### config.mk
export PLATFORM = sky130hd
export DESIGN_NAME = scl_strap_latch
export DESIGN_NICKNAME = d
export VERILOG_FILES = /design/src/scl_pkg.sv /design/src/scl_sync.sv /design/src/scl_strap_latch.sv
export SDC_FILE = /design/constraint.sdc
export NUM_CORES = 1
export LEC_CHECK = 0
export ABC_AREA = 0
export BUFFER_PORTS_ARGS = -buffer_cell sky130_fd_sc_hd__buf_2
export CAP_MARGIN = 20
export CORE_AREA = 2 2 69 71
export CTS_CLUSTER_DIAMETER = 60
export DETAILED_ROUTE_END_ITERATION = 6
export DIE_AREA = 0 0 71 73
export GPL_ROUTABILITY_DRIVEN = 0
export HOLD_SLACK_MARGIN = 0.06
export PLACE_DENSITY = 0.7
export SYNTH_ARGS = -nofsm -noshare
export SYNTH_HDL_FRONTEND = slang
export SYNTH_SLANG_ARGS = --single-unit
export TNS_END_PERCENT = 10
### constraint.sdc
create_clock -name mclk -period 1.7 [get_ports mclk]
set_clock_uncertainty 0.1 [all_clocks]
set_input_delay 0.085 -clock mclk [delete_from_list [all_inputs] [get_ports mclk]]
set_output_delay 0.085 -clock mclk [all_outputs]
set_load 0.02 [all_outputs]
### src/scl_pkg.sv
// Constants for the strap configuration latch
package scl_pkg;
	localparam int STRAP_W = 13;
	// Strap vector bit positions
	localparam int POS_STARTUP = 0;
	localparam int POS_INBAND = 1;
	localparam int POS_CLKMODE = 2;
	localparam int POS_SPEED = 3;
	localparam int POS_XMII_LO = 4;
	localparam int POS_XMII_HI = 5;
	localparam int POS_MGMT_LO = 6;
	localparam int POS_MGMT_HI = 7;
	localparam int POS_PHY_LO = 8;
	localparam int POS_PHY_HI = 9;
	localparam int POS_TEST0 = 10;
	localparam int POS_TEST1 = 11;
	localparam int POS_SPARE = 12;
	// Defaults held until the first latch event
	localparam logic [12:0] STRAP_RESET = 13'h010F;
	localparam logic [1:0] XMII_MII = 2'h0;
	localparam logic [1:0] XMII_RMII = 2'h1;
	localparam logic [1:0] XMII_RGMII = 2'h3;
	localparam logic [1:0] MGMT_MIIM = 2'h0;
	localparam logic [1:0] MGMT_I2C = 2'h1;
	localparam logic [1:0] PHY_ANEG_EEE = 2'h1;
	localparam logic [1:0] PHY_FORCE_MDIX = 2'h2;
	localparam logic [1:0] PHY_FORCE_MDI = 2'h3;
	// Latch request is raised for one cycle when this many cycles have passed since reset release
	localparam logic [1:0] REL_CYCLES = 2'h2;
endpackage

### src/scl_sync.sv
// Two-flop synchroniser for a bank of strap pins
`timescale 1ns/10ps
module scl_sync
#(
	parameter int W = 1
)
(
	input  wire logic         mclk,
	input  wire logic         rst_n,
	input  wire logic [W-1:0] din,
	output logic      [W-1:0] dout
);
	logic [W-1:0] meta_reg;

	// First stage feeds only the second stage
	always_ff @(posedge mclk or negedge rst_n)
	begin
		if (!rst_n)
		begin
			meta_reg <= '0;
			dout     <= '0;
		end
		else
		begin
			meta_reg <= din;
			dout     <= meta_reg;
		end
	end
endmodule

### src/scl_strap_latch.sv
// Strap pin capture and mode decode for the three-port switch
`timescale 1ns/10ps
module scl_strap_latch
(
	input  wire logic       mclk,
	input  wire logic       rst_n,
	input  wire logic       powerup_done,
	input  wire logic       soft_reset_done,
	input  wire logic       powerdown_exit,
	input  wire logic       startup_switch_strap,
	input  wire logic       inband_mgmt_strap,
	input  wire logic       port3_clock_mode_strap,
	input  wire logic       port3_speed_strap,
	input  wire logic [1:0] port3_xmii_strap,
	input  wire logic [1:0] mgmt_if_strap,
	input  wire logic [1:0] phy_cfg_strap,
	input  wire logic [1:0] test_strap,
	input  wire logic       start_switch_bit,
	output logic            forward_enable,
	output logic            frame_based_management,
	output logic            mii_mac_mode,
	output logic            ref_clock_output_en,
	output logic            ref_clock_input_sel,
	output logic            rgmii_inband_status,
	output logic            port3_speed_1000,
	output logic [1:0]      port3_xmii_mode,
	output logic            port3_xmii_reserved,
	output logic            mgmt_miim_sel,
	output logic            mgmt_i2c_sel,
	output logic            mgmt_spi_sel,
	output logic            phy_aneg_enable,
	output logic            phy_eee_enable,
	output logic            phy_auto_mdix,
	output logic            phy_force_100_fd,
	output logic            phy_mdix_sel,
	output logic            phy_cfg_reserved,
	output logic            factory_test,
	output logic            strap_latched
);
	logic [12:0] pin_raw;
	logic [12:0] pin_sync;
	logic [2:0]  evt_sync;
	logic [2:0]  evt_prev_reg;
	logic [1:0]  rel_cnt_reg;
	logic [12:0] strap_reg;
	logic        latch_now;
	logic        startup_hold_reg;

	assign pin_raw = {1'b0, test_strap, phy_cfg_strap, mgmt_if_strap, port3_xmii_strap,
		port3_speed_strap, port3_clock_mode_strap, inband_mgmt_strap, startup_switch_strap};

	// Pins and event strobes come from outside the clock domain
	scl_sync #(.W(13)) u_pin_sync
	(
		.mclk  (mclk),
		.rst_n (rst_n),
		.din   (pin_raw),
		.dout  (pin_sync)
	);

	scl_sync #(.W(3)) u_evt_sync
	(
		.mclk  (mclk),
		.rst_n (rst_n),
		.din   ({powerdown_exit, soft_reset_done, powerup_done}),
		.dout  (evt_sync)
	);

	always_ff @(posedge mclk or negedge rst_n)
	begin
		if (!rst_n)
			evt_prev_reg <= 3'h7;
		else
			evt_prev_reg <= evt_sync;
	end

	// Reset release: wait until the pin synchroniser holds real levels
	always_ff @(posedge mclk or negedge rst_n)
	begin
		if (!rst_n)
			rel_cnt_reg <= 2'h0;
		else if (rel_cnt_reg != scl_pkg::REL_CYCLES + 2'h1)
			rel_cnt_reg <= rel_cnt_reg + 2'h1;
	end

	// Rising edges of completion strobes plus reset release
	assign latch_now = (|(evt_sync & ~evt_prev_reg))
		| (rel_cnt_reg == scl_pkg::REL_CYCLES);

	// Held between events so later LED and data activity cannot disturb it
	always_ff @(posedge mclk or negedge rst_n)
	begin
		if (!rst_n)
			strap_reg <= scl_pkg::STRAP_RESET;
		else if (latch_now)
			strap_reg <= pin_sync;
	end

	always_ff @(posedge mclk or negedge rst_n)
	begin
		if (!rst_n)
			strap_latched <= 1'b0;
		else if (latch_now)
			strap_latched <= 1'b1;
	end

	// Once software starts the switch it stays started until the next latch
	always_ff @(posedge mclk or negedge rst_n)
	begin
		if (!rst_n)
			startup_hold_reg <= 1'b0;
		else if (start_switch_bit)
			startup_hold_reg <= 1'b1;
		else if (latch_now)
			startup_hold_reg <= 1'b0;
	end

	// No forwarding during reset settling or before start when strapped 0
	always_ff @(posedge mclk or negedge rst_n)
	begin
		if (!rst_n)
			forward_enable <= 1'b0;
		else
			forward_enable <= strap_latched
				& (strap_reg[scl_pkg::POS_STARTUP] | startup_hold_reg);
	end

	// Either test pin alone leaves normal operation
	always_ff @(posedge mclk or negedge rst_n)
	begin
		if (!rst_n)
			factory_test <= 1'b0;
		else
			factory_test <= |strap_reg[scl_pkg::POS_TEST1:scl_pkg::POS_TEST0];
	end

	// Exactly one management interface is selected; any upper bit picks SPI
	always_ff @(posedge mclk or negedge rst_n)
	begin
		if (!rst_n)
		begin
			mgmt_miim_sel <= 1'b1;
			mgmt_i2c_sel  <= 1'b0;
			mgmt_spi_sel  <= 1'b0;
		end
		else
		begin
			mgmt_spi_sel  <= strap_reg[scl_pkg::POS_MGMT_HI];
			mgmt_miim_sel <= strap_reg[scl_pkg::POS_MGMT_HI:scl_pkg::POS_MGMT_LO] == scl_pkg::MGMT_MIIM;
			mgmt_i2c_sel  <= strap_reg[scl_pkg::POS_MGMT_HI:scl_pkg::POS_MGMT_LO] == scl_pkg::MGMT_I2C;
		end
	end

	always_ff @(posedge mclk or negedge rst_n)
	begin
		if (!rst_n)
		begin
			frame_based_management <= 1'b0;
			mii_mac_mode           <= 1'b1;
			ref_clock_output_en    <= 1'b0;
			ref_clock_input_sel    <= 1'b1;
			rgmii_inband_status    <= 1'b1;
			port3_speed_1000       <= 1'b0;
			port3_xmii_mode        <= scl_pkg::XMII_MII;
			port3_xmii_reserved    <= 1'b0;
			phy_aneg_enable        <= 1'b1;
			phy_eee_enable         <= 1'b1;
			phy_auto_mdix          <= 1'b1;
			phy_force_100_fd       <= 1'b0;
			phy_mdix_sel           <= 1'b0;
			phy_cfg_reserved       <= 1'b0;
		end
		else
		begin
			frame_based_management <= ~strap_reg[scl_pkg::POS_INBAND];
			mii_mac_mode        <= strap_reg[scl_pkg::POS_CLKMODE];
			ref_clock_output_en <= ~strap_reg[scl_pkg::POS_CLKMODE];
			ref_clock_input_sel <= strap_reg[scl_pkg::POS_CLKMODE];
			rgmii_inband_status <= strap_reg[scl_pkg::POS_CLKMODE];
			// Speed taken as strapped; a bad MII/RMII at 1000 is the board's fault
			port3_speed_1000 <= ~strap_reg[scl_pkg::POS_SPEED];
			port3_xmii_mode  <= strap_reg[scl_pkg::POS_XMII_HI:scl_pkg::POS_XMII_LO];
			port3_xmii_reserved <= strap_reg[scl_pkg::POS_XMII_HI:scl_pkg::POS_XMII_LO] == 2'h2;
			case (strap_reg[scl_pkg::POS_PHY_HI:scl_pkg::POS_PHY_LO])
				scl_pkg::PHY_ANEG_EEE:
				begin
					phy_aneg_enable  <= 1'b1;
					phy_eee_enable   <= 1'b1;
					phy_auto_mdix    <= 1'b1;
					phy_force_100_fd <= 1'b0;
					phy_mdix_sel     <= 1'b0;
					phy_cfg_reserved <= 1'b0;
				end
				scl_pkg::PHY_FORCE_MDIX, scl_pkg::PHY_FORCE_MDI:
				begin
					phy_aneg_enable  <= 1'b0;
					phy_eee_enable   <= 1'b0;
					phy_auto_mdix    <= 1'b0;
					phy_force_100_fd <= 1'b1;
					phy_mdix_sel     <= ~strap_reg[scl_pkg::POS_PHY_LO];
					phy_cfg_reserved <= 1'b0;
				end
				default:
				begin
					// Reserved code keeps autoneg so the link can still come up
					phy_aneg_enable  <= 1'b1;
					phy_eee_enable   <= 1'b0;
					phy_auto_mdix    <= 1'b1;
					phy_force_100_fd <= 1'b0;
					phy_mdix_sel     <= 1'b0;
					phy_cfg_reserved <= 1'b1;
				end
			endcase
		end
	end
endmodule

Word-level counts from Yosys, hierarchy flattened
Index checks and enable logic that the tools add are counted.

cells by class
  add/sub/neg operators = 1
  equality and inequality tests = 7
  muxes and demuxes = 7
  bitwise gates (word level) = 9
  reduce and logical (&&, ||, !) cells = 6

operators by type and width
  operator                                                                number
  2-bit equality test (second input constant)                             4
  1-bit two-way mux                                                       7
  3-bit OR reduction                                                      2
  2-bit by 1-bit equality test with 1-bit output (second input constant)  2
  1-bit NOT                                                               4
  2-bit OR reduction                                                      2
  3-bit AND                                                               1
  3-bit NOT                                                               1
  2-bit by 1-bit adder with 2-bit output (second input constant)          1
  2-bit logical NOT                                                       1
  2-bit inequality test (second input constant)                           1
  1-bit bitwise OR                                                        2
  2-bit nonzero test                                                      1
  1-bit AND                                                               1

storage, ports and cells
  register bits = 66
  bits of input ports = 18
  output and inout bits = 21
  logic and storage cells = 55

Depth between registers and ports, before layout
Gate-level depths: netlist (run 1).

  word-level depth = 6
  mapped depth = 5

Modules after synthesis
A second synthesis (run 1) with hierarchy kept.

second synthesis, totals
  cells, all modules = 110
  area total of the unflattened synthesis = 2055.7 sq um

modules (own cells, without submodules)
  module                  instances  cells an instance  area an instance (sq um)  sequential area each (sq um)
  scl_strap_latch         1          78                 1255.0                    915.9
  scl_sync at u_pin_sync  1          26                 650.6                     650.6
  scl_sync at u_evt_sync  1          6                  150.1                     150.1

Worst setup path before layout (run 1)
No wires, ideal clock.

  path type = reg2reg
  start = register rel_cnt_reg[0]
  end = register strap_reg[4]
  setup time = 0.125 ns
  arrival = 1.581 ns
  required time = 1.475 ns
  setup slack = -0.106 ns
  cell stages (with the launch flop) = 6
  buffers on the path = 1
  clock period less this slack = 1.806 ns
  cell sequence = dfrtp_1 inv_1 ha_1 a2111oi_4 buf_6 mux2_2

between the ends
  word-level cells in the longest chain between the ends = 2

ends and longest elaborated chain
  element                 RTL line               text
  from (decl)             scl_strap_latch.sv:44  logic [1:0] rel_cnt_reg;
  from (signal assigned)  scl_strap_latch.sv:83  rel_cnt_reg <= rel_cnt_reg + 2'h1;
  2-bit equality test     scl_strap_latch.sv:88  | (rel_cnt_reg == scl_pkg::REL_CYCLES);
  1-bit bitwise OR        scl_strap_latch.sv:88
  to (signal assigned)    scl_strap_latch.sv:94  strap_reg <= scl_pkg::STRAP_RESET;
  to (signal assigned)    scl_strap_latch.sv:96  strap_reg <= pin_sync;
  to (decl)               scl_strap_latch.sv:45  logic [12:0] strap_reg;

Every way passes these cells.
A chain may end at the register's enable or synchronous reset.

Worst setup path in the final report (run 1)
  start = register evt_prev_reg[2]
  end = register strap_reg[10]

between the ends
  word-level cells in the longest chain between the ends = 4

ends and longest elaborated chain
  element                 RTL line               text
  from (decl)             scl_strap_latch.sv:43  logic [2:0] evt_prev_reg;
  from (signal assigned)  scl_strap_latch.sv:74  evt_prev_reg <= evt_sync;
  3-bit NOT               scl_strap_latch.sv:87  assign latch_now = (|(evt_sync & ~evt_prev_reg))
  3-bit AND               scl_strap_latch.sv:87
  3-bit OR reduction      scl_strap_latch.sv:87
  1-bit bitwise OR        scl_strap_latch.sv:88

Every way passes these cells.

==> results of run 1 <==
## timing repair
action	4_1_cts	5_1_grt
resized for setup	1	2
endpoints found under the hold margin	71	0
hold buffers	17	0
gates cloned	0	0
setup endpoints to repair	8	12
pin swaps	1	0
## cell type report
type                    count  share of cell area [%]
repair buffers             60                    16.0
clock inverters             3                   0.565
well taps                  54                    2.54
inverters                   7                   0.988
flip-flops and latches     66                    62.7
clock buffers              13                    5.98
multi-input cells          29                    11.2
## cell families (layout without fill, tap and decap cells)
family	after synthesis	count (layout)	synth area share, %
AO/OA/AOI/OAI	3	3	2.12
AND/OR/NAND/NOR	10	10	2.74
multiplexers	13	13	7.23
buffers and inverters	12	83	3.18
flip-flops	66	66	83.0
adder cells (fa/ha/maj)	2	2	1.25
XOR/XNOR	1	1	0.436
## routing by layer
metal,up-vias,GRT usage [%],routed length (µm)
met5,-,0,0
met4,0,7.55,77
met3,8,8.43,224
met2,40,18.7,1420
met1,490,16.0,1230
li1,467,-,-
## cell usage in the layout, fill, tap and decap left out
master / netlist / layout
inv_2: 0 / 1
dlygate4sd3_1: 0 / 17
nand2b_1: 1 / 1
buf_12: 0 / 2
ha_1: 2 / 2
clkinv_2: 0 / 3
mux2_4: 0 / 5
nor2b_1: 5 / 4
buf_2: 0 / 38
a2111oi_4: 1 / 1
buf_6: 1 / 1
inv_1: 7 / 6
nor2b_2: 0 / 1
clkbuf_8: 0 / 11
xnor2_1: 1 / 1
o21a_1: 1 / 1
mux2_2: 12 / 7
dfstp_2: 12 / 12
nor2_1: 3 / 3
clkbuf_1: 1 / 2
buf_4: 3 / 2
dfrtp_1: 54 / 54
a21o_1: 1 / 1
mux2i_1: 1 / 1
or2_2: 1 / 1
## synth_stat cells
| master | count | area share (%) |
|---|---|---|
| nor2_1 | 3 | 0.56 |
| dfstp_2 | 12 | 16 |
| a21o_1 | 1 | 0.37 |
| a2111oi_4 | 1 | 1.4 |
| clkbuf_1 | 1 | 0.19 |
| mux2_2 | 12 | 6.7 |
| o21a_1 | 1 | 0.37 |
| dfrtp_1 | 54 | 67 |
| buf_4 | 3 | 1.1 |
| buf_6 | 1 | 0.56 |
| mux2i_1 | 1 | 0.50 |
| xnor2_1 | 1 | 0.44 |
| nor2b_1 | 5 | 1.6 |
| inv_1 | 7 | 1.3 |
| ha_1 | 2 | 1.2 |
| nand2b_1 | 1 | 0.31 |
| or2_2 | 1 | 0.31 |
## final timing paths
| check | cells after the start | to | slack (ns) |
|---|---|---|---|
| setup / recovery | 4 | strap_reg[10] | 0.01 |
| hold / removal | 2 | u_pin_sync.dout[1] | 0.19 |
| setup reg to reg | 4 | strap_reg[10] | 0.01 |
| hold reg to reg | 0 | u_pin_sync.dout[6] | 0.24 |
| max in group asynchronous | 3 | phy_auto_mdix | 0.72 |
| min in group mclk | 0 | u_pin_sync.dout[6] | 0.24 |
## metrics by stage
| step | instance area (µm²) | power [mW] | setup slack [ns] | TNS [ns] |
|---|---|---|---|---|
| 5_1_grt | 2660 | 3.39 | -0.0537 | -0.496 |
| 6_report | 2660 | 3.22 | 0.0139 | 0 |
| 3_3_place_gp | 2300 | 2.08 | 0.0368 | 0 |
| 4_1_cts | 2650 | 3.27 | 0.00135 | 0 |
| 3_5_place_dp | 2300 | 2.10 | -0.0249 | -0.113 |
| 2_1_floorplan | 2020 | 1.97 | -0.0221 | -0.144 |
## report_power, final
group	internal, mW	switching (mW)	total, mW
clock network	0.602	0.519	1.12
registers	1.72	0.0541	1.77
logic	0.154	0.171	0.325
==> flow_metrics.tcl, run 1 <==
set metrics [dict create \
    status "complete, no violations" \
    grt_pass1_vias 1024 \
    cts-root-buf "clkbuf_8" \
    grt_setup_unrepaired "true" \
    worstMarginPinSlew_ns 0.564 \
    ys_seq_area_share_pct 83.0 \
    pin_count 39 \
    max-slew-margin-rel_pct 62.4 \
    critPathBufInv 1 \
    vias_per_cell 4.33 \
    whs_ns 0.187 \
    ant_nets 0 \
    multi_input_area_um2 298 \
    clk_latency_ns 0.33 \
    crit_family "flip-flops" \
    crit_fanout 4 \
    hold_class "in -> async" \
    drv_cap 0 \
    required_ns 1.81 \
    slew_viol_final 0 \
    cp_cell_sequence "nor2b_2 > a2111oi_4 > buf_4 > mux2_2" \
    power_leakage_nw 1.27 \
    start_util_pct 44.2 \
    track_usage_pct 13.4 \
    r2r_start "evt_prev_reg[2]" \
    endpoint_kind "register" \
    core_um2 4540 \
    wl_um 2950 \
    cpPeakStageDelay_ns 0.53 \
    vdd_drop_max_mv 0.486 \
    avgSynthCellArea_um2 18.8 \
    seq_area_um2 1670 \
    dr_total_vias 1005 \
    hpwlAfterDp_um 1970 \
    start_kind "register" \
    globalRoute.totalOverflow 0 \
    drt_iter0_drc 79 \
    nFillCells 333 \
    synthDistinctLibCells 17 \
    syn_inst 107 \
    ys_warn_count 0 \
    nets 193 \
    h-tree-depth 3 \
    critPathSlowestCell "dfstp_2" \
    die_height_um 73 \
    routedWlPerCell_um 12.7 \
    finalSetupViolations 0 \
    path_class "reg -> reg" \
    die_w_um 71 \
    layout_min_cycle_time_ns 1.69 \
    syn2layout_area_growth_pct 32.5 \
    synthesis.area_um2 2010 \
    row_count 25 \
    clk_path_buf_depth 2 \
    min_period_over_period_pct 99.2 \
    fin_cells 232 \
    cts_num_sinks 66 \
    cts_tree "done" \
    syn-num-nets 127 \
    cts_buffers 9 \
    grt_first_pass_wirelength_um 4840 \
    power_density_nw_per_um2 1210 \
    drt_first_pass_iters 4 \
    arrival_ns 1.80 \
    post_cts_buffers 0 \
    dieArea_um2 5180 \
    utilization_pct 58.6 \
    clkTransAtPathRegs_ns 0.06 \
    place_inst 199 \
    io_buffer_count 38 \
    antenna_found_initial 0 \
    hold_violations 0 \
    grt_start_max_net_pins 24 \
    crit_start "evt_prev_reg[2]" \
    max_freq_mhz 593 \
    drc 0 \
    drive_above_1_share_pct 47.8 \
    synth_seq_cells 66 \
    diodes 0 \
]
Power figures use the tool's default switching activity.
==> inputs of run 2 (changes only) <==
--- a/config.mk
+++ b/config.mk
@@ -8,13 +8,14 @@
 export ABC_AREA = 0
 export BUFFER_PORTS_ARGS = -buffer_cell sky130_fd_sc_hd__buf_2
 export CAP_MARGIN = 20
-export CORE_AREA = 2 2 69 71
+export CELL_PAD_IN_SITES_DETAIL_PLACEMENT = 0
+export CELL_PAD_IN_SITES_GLOBAL_PLACEMENT = 2
+export CORE_AREA = 2 2 79 81
 export CTS_CLUSTER_DIAMETER = 60
 export DETAILED_ROUTE_END_ITERATION = 6
-export DIE_AREA = 0 0 71 73
+export DIE_AREA = 0 0 81 83
 export GPL_ROUTABILITY_DRIVEN = 0
-export HOLD_SLACK_MARGIN = 0.06
-export PLACE_DENSITY = 0.7
+export PLACE_DENSITY_LB_ADDON = 0.1
 export SYNTH_ARGS = -nofsm -noshare
 export SYNTH_HDL_FRONTEND = slang
 export SYNTH_SLANG_ARGS = --single-unit
==> run 2 against run 1 <==
Compared with the run above:
- via count increased by 1.9%
- sequential share of layout area is 1.4 points lower
- routed wire length shrank 5.9%
- global-route usage down 3.6 points
==> flow_metrics.tcl, run 2 (same netlist as run 1, synthesis figures left out) <==
set metrics [dict create \
    tns_ns 0 \
    clk_latency_ns 0.33 \
    antenna_found_initial 0 \
    io_buffer_count 38 \
    fin_cells 252 \
    power_density_nw_per_um2 1230 \
    grt_first_pass_wirelength_um 4780 \
    grt_start_max_net_pins 67 \
    cts_tree "done" \
    ant_nets 0 \
    drt_first_pass_iters 4 \
    most-common-layout-cells "dfrtp_1 (54), buf_2 (38), dlygate4sd3_1 (17), clkbuf_8 (14), dfstp_2 (12)" \
    place_inst 218 \
    multi_input_area_um2 323 \
    drt_iter0_drc 36 \
    layout_min_cycle_time_ns 1.68 \
    syn2layout_area_growth_pct 35.6 \
    endpoint_kind "register" \
    grt_pass1_vias 1094 \
    max_freq_mhz 595 \
    core_um2 5820 \
    status "complete, no violations" \
    whs_ns 0.188 \
    min_period_over_period_pct 98.8 \
    die_height_um 83 \
    track_usage_pct 9.86 \
    vias_per_cell 4.06 \
    design_area_um2 2720 \
    wl_um 2780 \
    power_leakage_nw 1.29 \
    finalSetupViolations 0 \
    h-tree-depth 3 \
    seq_area_um2 1670 \
    diodes 0 \
    globalRoute.totalOverflow 0 \
    cts_num_sinks 66 \
    slew_viol_final 0 \
    layout_commonest_cell "dfrtp_1" \
    required_ns 1.81 \
    start_kind "register" \
    grt_setup_unrepaired "true" \
    routedWlPerCell_um 11.0 \
    crit_fanout 6 \
    vdd_drop_max_mv 0.599 \
    cp_cell_sequence "nor2b_1 > a2111oi_4 > buf_6 > mux2_4" \
    cpPeakStageDelay_ns 0.52 \
    postPlaceCellArea_um2 2300 \
    arrival_ns 1.79 \
    cts-root-buf "clkbuf_8" \
    critPathSlowestCell "dfstp_2" \
    rrSetupSlack_ns 0.02 \
    path_class "reg -> reg" \
    start_util_pct 34.5 \
    hpwlAfterDp_um 1670 \
    clk_path_buf_depth 2 \
    hold_class "in -> async" \
    nFillCells 526 \
    max-slew-margin-rel_pct 77.4 \
    die_w_um 81 \
    clkTransAtPathRegs_ns 0.06 \
    nets 192 \
    drive_above_1_share_pct 48.6 \
    worstMarginPinSlew_ns 0.340 \
    row_count 28 \
    drv_cap 0 \
    pin_count 39 \
    dieArea_um2 6720 \
    dr_total_vias 1024 \
    hold_violations 0 \
    drc 0 \
    cts_buffers 9 \
]
run 2: power by group:
| part | total (mW) | switching [mW] | internal (mW) |
|---|---|---|---|
| combinational | 0.330 | 0.170 | 0.160 |
| clock | 1.24 | 0.517 | 0.727 |
| sequential | 1.77 | 0.0503 | 1.72 |
| total | 3.34 | 0.737 | 2.61 |
run 2: routing by layer:
metal	GRT usage, %	share of wire [%]	routed length [µm]	vias to the layer above
met1	9.49	38	1050	525
met3	6.20	6.9	193	6
li1	-	-	-	463
met5	0	0	0	-
met2	16.2	53	1480	30
met4	4.62	2.0	55	0
run 2: worst max-delay path, delay by kind of cell (launching register included):
kind	cells	cell delay [ns]
AO/OA/AOI/OAI	1	0.39
AND/OR/NAND/NOR	1	0.06
flip-flops	1	0.52
multiplexers	1	0.30
buffers and inverters	1	0.20
run 2: path summary, 6_finish.rpt:
path	startpoint	to	cells after the start
min in group mclk	u_evt_sync.meta_reg[0]	u_evt_sync.dout[0]	0
worst max register to register	evt_prev_reg[2]	strap_reg[11]	4
max in group asynchronous	rst_n	strap_reg[8]	3
worst max-delay path	evt_prev_reg[2]	strap_reg[11]	4
worst min register to register	u_evt_sync.meta_reg[0]	u_evt_sync.dout[0]	0
worst min-delay path	rst_n	phy_mdix_sel	3
run 2: through the flow:
step	setup WS, ns	power (mW)	util [%]
2_1_floorplan	-0.0221	1.97	-
3_3_place_gp	0.0364	2.08	39.6
3_5_place_dp	0.000962	2.09	39.6
4_1_cts	-0.00131	3.40	46.2
5_1_grt	-0.0669	3.51	46.8
6_report	0.0198	3.34	46.8
run 2: layout make-up:
cell class,count,share of cell area (%)
Timing Repair Buffer,59,15.1
Tap cell,75,3.45
Inverter,7,0.966
Sequential cell,66,61.2
Multi-Input combinational cell,29,11.9
Clock buffer,15,7.22
Clock inverter,1,0.184
run 2: timing repair:
action                                  in CTS  in global routing
endpoints found under the setup margin       4                 12
gates cloned                                 0                  0
hold buffers                                17                  0
gates resized for setup                      1                  9
setup buffers                                1                  0
endpoints found under the hold margin       82                  0
pin swaps                                    1                  1
==> inputs of run 3 (changes only) <==
--- a/config.mk
+++ b/config.mk
@@ -11,10 +11,11 @@
 export CELL_PAD_IN_SITES_DETAIL_PLACEMENT = 0
 export CELL_PAD_IN_SITES_GLOBAL_PLACEMENT = 2
 export CORE_AREA = 2 2 79 81
-export CTS_CLUSTER_DIAMETER = 60
+export CTS_CLUSTER_DIAMETER = 200
 export DETAILED_ROUTE_END_ITERATION = 6
 export DIE_AREA = 0 0 81 83
 export GPL_ROUTABILITY_DRIVEN = 0
+export GPL_TIMING_DRIVEN = 0
 export PLACE_DENSITY_LB_ADDON = 0.1
 export SYNTH_ARGS = -nofsm -noshare
 export SYNTH_HDL_FRONTEND = slang
==> constraint.sdc (replaced) <==
create_clock -name mclk -period 1.4 [get_ports mclk]
set_clock_uncertainty 0.1 [all_clocks]
set_input_delay 0.07 -clock mclk [delete_from_list [all_inputs] [get_ports mclk]]
set_output_delay 0.07 -clock mclk [all_outputs]
set_load 0.02 [all_outputs]
==> run 3 against run 2 <==
Compared with the run above:
- the run now ends with negative setup slack left
- die area unchanged
- cell count is 2.0% higher
- clock power is 23% higher
- highest routed layer unchanged
- largest cell class unchanged
- sequential power grew 21%
- flip-flop and latch count unchanged
- non-clock buffer count grew 5
- count of clock-buffer cells in the layout unchanged
==> flow_metrics.tcl, run 3 (same netlist as run 1, synthesis figures left out) <==
set metrics [dict create \
    nFillCells 536 \
    required_ns 1.50 \
    seqPwrFrac_pct 52.6 \
    syn2layout_area_growth_pct 36.6 \
    io_buffer_count 38 \
    grt_setup_unrepaired "true" \
    start_kind "register" \
    start_util_pct 34.5 \
    clk_latency_ns 0.32 \
    rr_endpoint "strap_reg[7]" \
    nets 197 \
    crit_fanout 9 \
    fin_cells 257 \
    fin_ws_ns -0.310 \
    place_inst 221 \
    hold_class "reg -> reg" \
    total_power_mw 4.09 \
    layout_min_cycle_time_ns 1.71 \
    layout_commonest_cell "dfrtp_1" \
    vias_per_cell 4.07 \
    row_count 28 \
    dieArea_um2 6720 \
    track_usage_pct 10.8 \
    worstMarginPinSlew_ns 0.758 \
    hp-start "u_pin_sync.meta_reg[9]" \
    clkTransAtPathRegs_ns 0.07 \
    pin_count 39 \
    grt_start_max_net_pins 35 \
    hold_end "u_pin_sync.dout[9]" \
    slew_viol_final 0 \
    arrival_ns 1.81 \
    power_leakage_nw 1.31 \
    core_um2 5820 \
    crit_start "evt_prev_reg[2]" \
    min_period_over_period_pct 122 \
    routedWlPerCell_um 11.4 \
    status "finished with violations" \
    violations "negative setup slack" \
    drv_cap 0 \
    most-common-layout-cells "dfrtp_1 (54), buf_2 (38), dlygate4sd3_1 (17), clkbuf_8 (14), dfstp_2 (12)" \
    hold_depth 0 \
    die_w_um 81 \
    finalSetupViolations 14 \
    combPwrFrac_pct 10.3 \
    cts_tree "done" \
    dr_total_vias 1046 \
    intPower_mw 3.18 \
    grt_pass1_vias 1142 \
    die_height_um 83 \
    ant_nets 0 \
    drc 0 \
    swShare_pct 22.2 \
    cts-root-buf "clkbuf_8" \
    dp_slack_ns -0.516 \
    path_class "reg -> reg" \
    globalRoute.totalOverflow 0 \
    cts_buffers 9 \
    postPlaceCellArea_um2 2330 \
    power_density_nw_per_um2 1490 \
    power_frac_clock_pct 37.1 \
    h-tree-depth 3 \
    clk_path_buf_depth 2 \
    endpoint_kind "register" \
    drt_iter0_drc 23 \
    max-slew-margin-rel_pct 49.5 \
    drive_above_1_share_pct 48.9 \
    hpwlAfterDp_um 1830 \
    antenna_found_initial 0 \
    vdd_drop_max_mv 0.640 \
    cts_num_sinks 66 \
    design_area_um2 2740 \
    grt_first_pass_wirelength_um 5220 \
    hold_violations 0 \
    drt_first_pass_iters 2 \
    reg2reg_depth 4 \
    rrSetupSlack_ns -0.31 \
    diodes 0 \
    r2r_start "evt_prev_reg[2]" \
    power_switching_uw 910 \
    wl_um 2920 \
    max_freq_mhz 585 \
]
[run 3: cell count changes in the layout (fill, tap and decap cells not counted), sizes merged]
cell / delta
clkbuf: +1
buf: +4
[run 3: repair_timing]
| action | 4_1_cts | 5_1_grt |
|---|---|---|
| hold buffers | 17 | 0 |
| gates resized for setup | 5 | 1 |
| hold endpoints to repair | 43 | 0 |
| setup buffers | 3 | 0 |
| endpoints found under the setup margin | 14 | 14 |
| pin swaps | 1 | 0 |
[run 3: power groups by stage]
stage / combinational [mW] / clock [mW] / sequential (mW)
6_report: 0.422 / 1.52 / 2.15
5_1_grt: 0.462 / 1.68 / 2.17
4_1_cts: 0.429 / 1.58 / 2.15
3_5_place_dp: 0.370 / 0 / 2.18
3_3_place_gp: 0.356 / 0 / 2.17
2_1_floorplan: 0.137 / 0 / 2.25
[run 3: worst max-delay path, cell delays in order (launching register included)]
cell       delay (ns)
dfstp_2          0.52
nor2b_2          0.04
a2111oi_4        0.40
buf_6            0.22
mux2_4           0.31
[run 3: worst max-delay path by stage]
| stage | cells after the start | slack [ns] | to |
|---|---|---|---|
| after floorplan | 4 | -0.32 | strap_reg[4] |
| after global placement | 4 | -0.51 | strap_reg[6] |
| after detailed placement | 4 | -0.52 | strap_reg[7] |
| after CTS | 4 | -0.32 | strap_reg[7] |
| after global routing | 4 | -0.39 | strap_reg[7] |
| final | 4 | -0.31 | strap_reg[7] |
[run 3: layout make-up]
| type | count | area, µm² | share of cell area, % |
|---|---|---|---|
| repair buffers | 59 | 403 | 14.7 |
| clock inverters | 1 | 5.00 | 0.183 |
| multi-input cells | 29 | 313 | 11.4 |
| clock buffers | 15 | 196 | 7.17 |
| well taps | 75 | 93.8 | 3.42 |
| inverters | 7 | 26.3 | 0.958 |
| plain buffers | 5 | 37.5 | 1.37 |
| flip-flops and latches | 66 | 1670 | 60.8 |
[run 3: through the flow]
stage / util [%] / hold WS [ns] / TNS (ns)
floorplan: - / -0.326 / -3.44
global placement: 39.7 / 0.0772 / -5.86
detailed placement: 40.0 / 0.0775 / -5.91
CTS: 47.1 / 0.247 / -3.89
global route: 47.1 / 0.256 / -5.01
finish: 47.1 / 0.243 / -3.78
[run 3: metal layers]
metal,share of wire [%],GRT usage (%),vias up
met5,0,0,-
met3,5.3,4.24,8
met1,41,11.7,534
met4,2.7,8.32,0
li1,-,-,475
met2,51,16.5,29
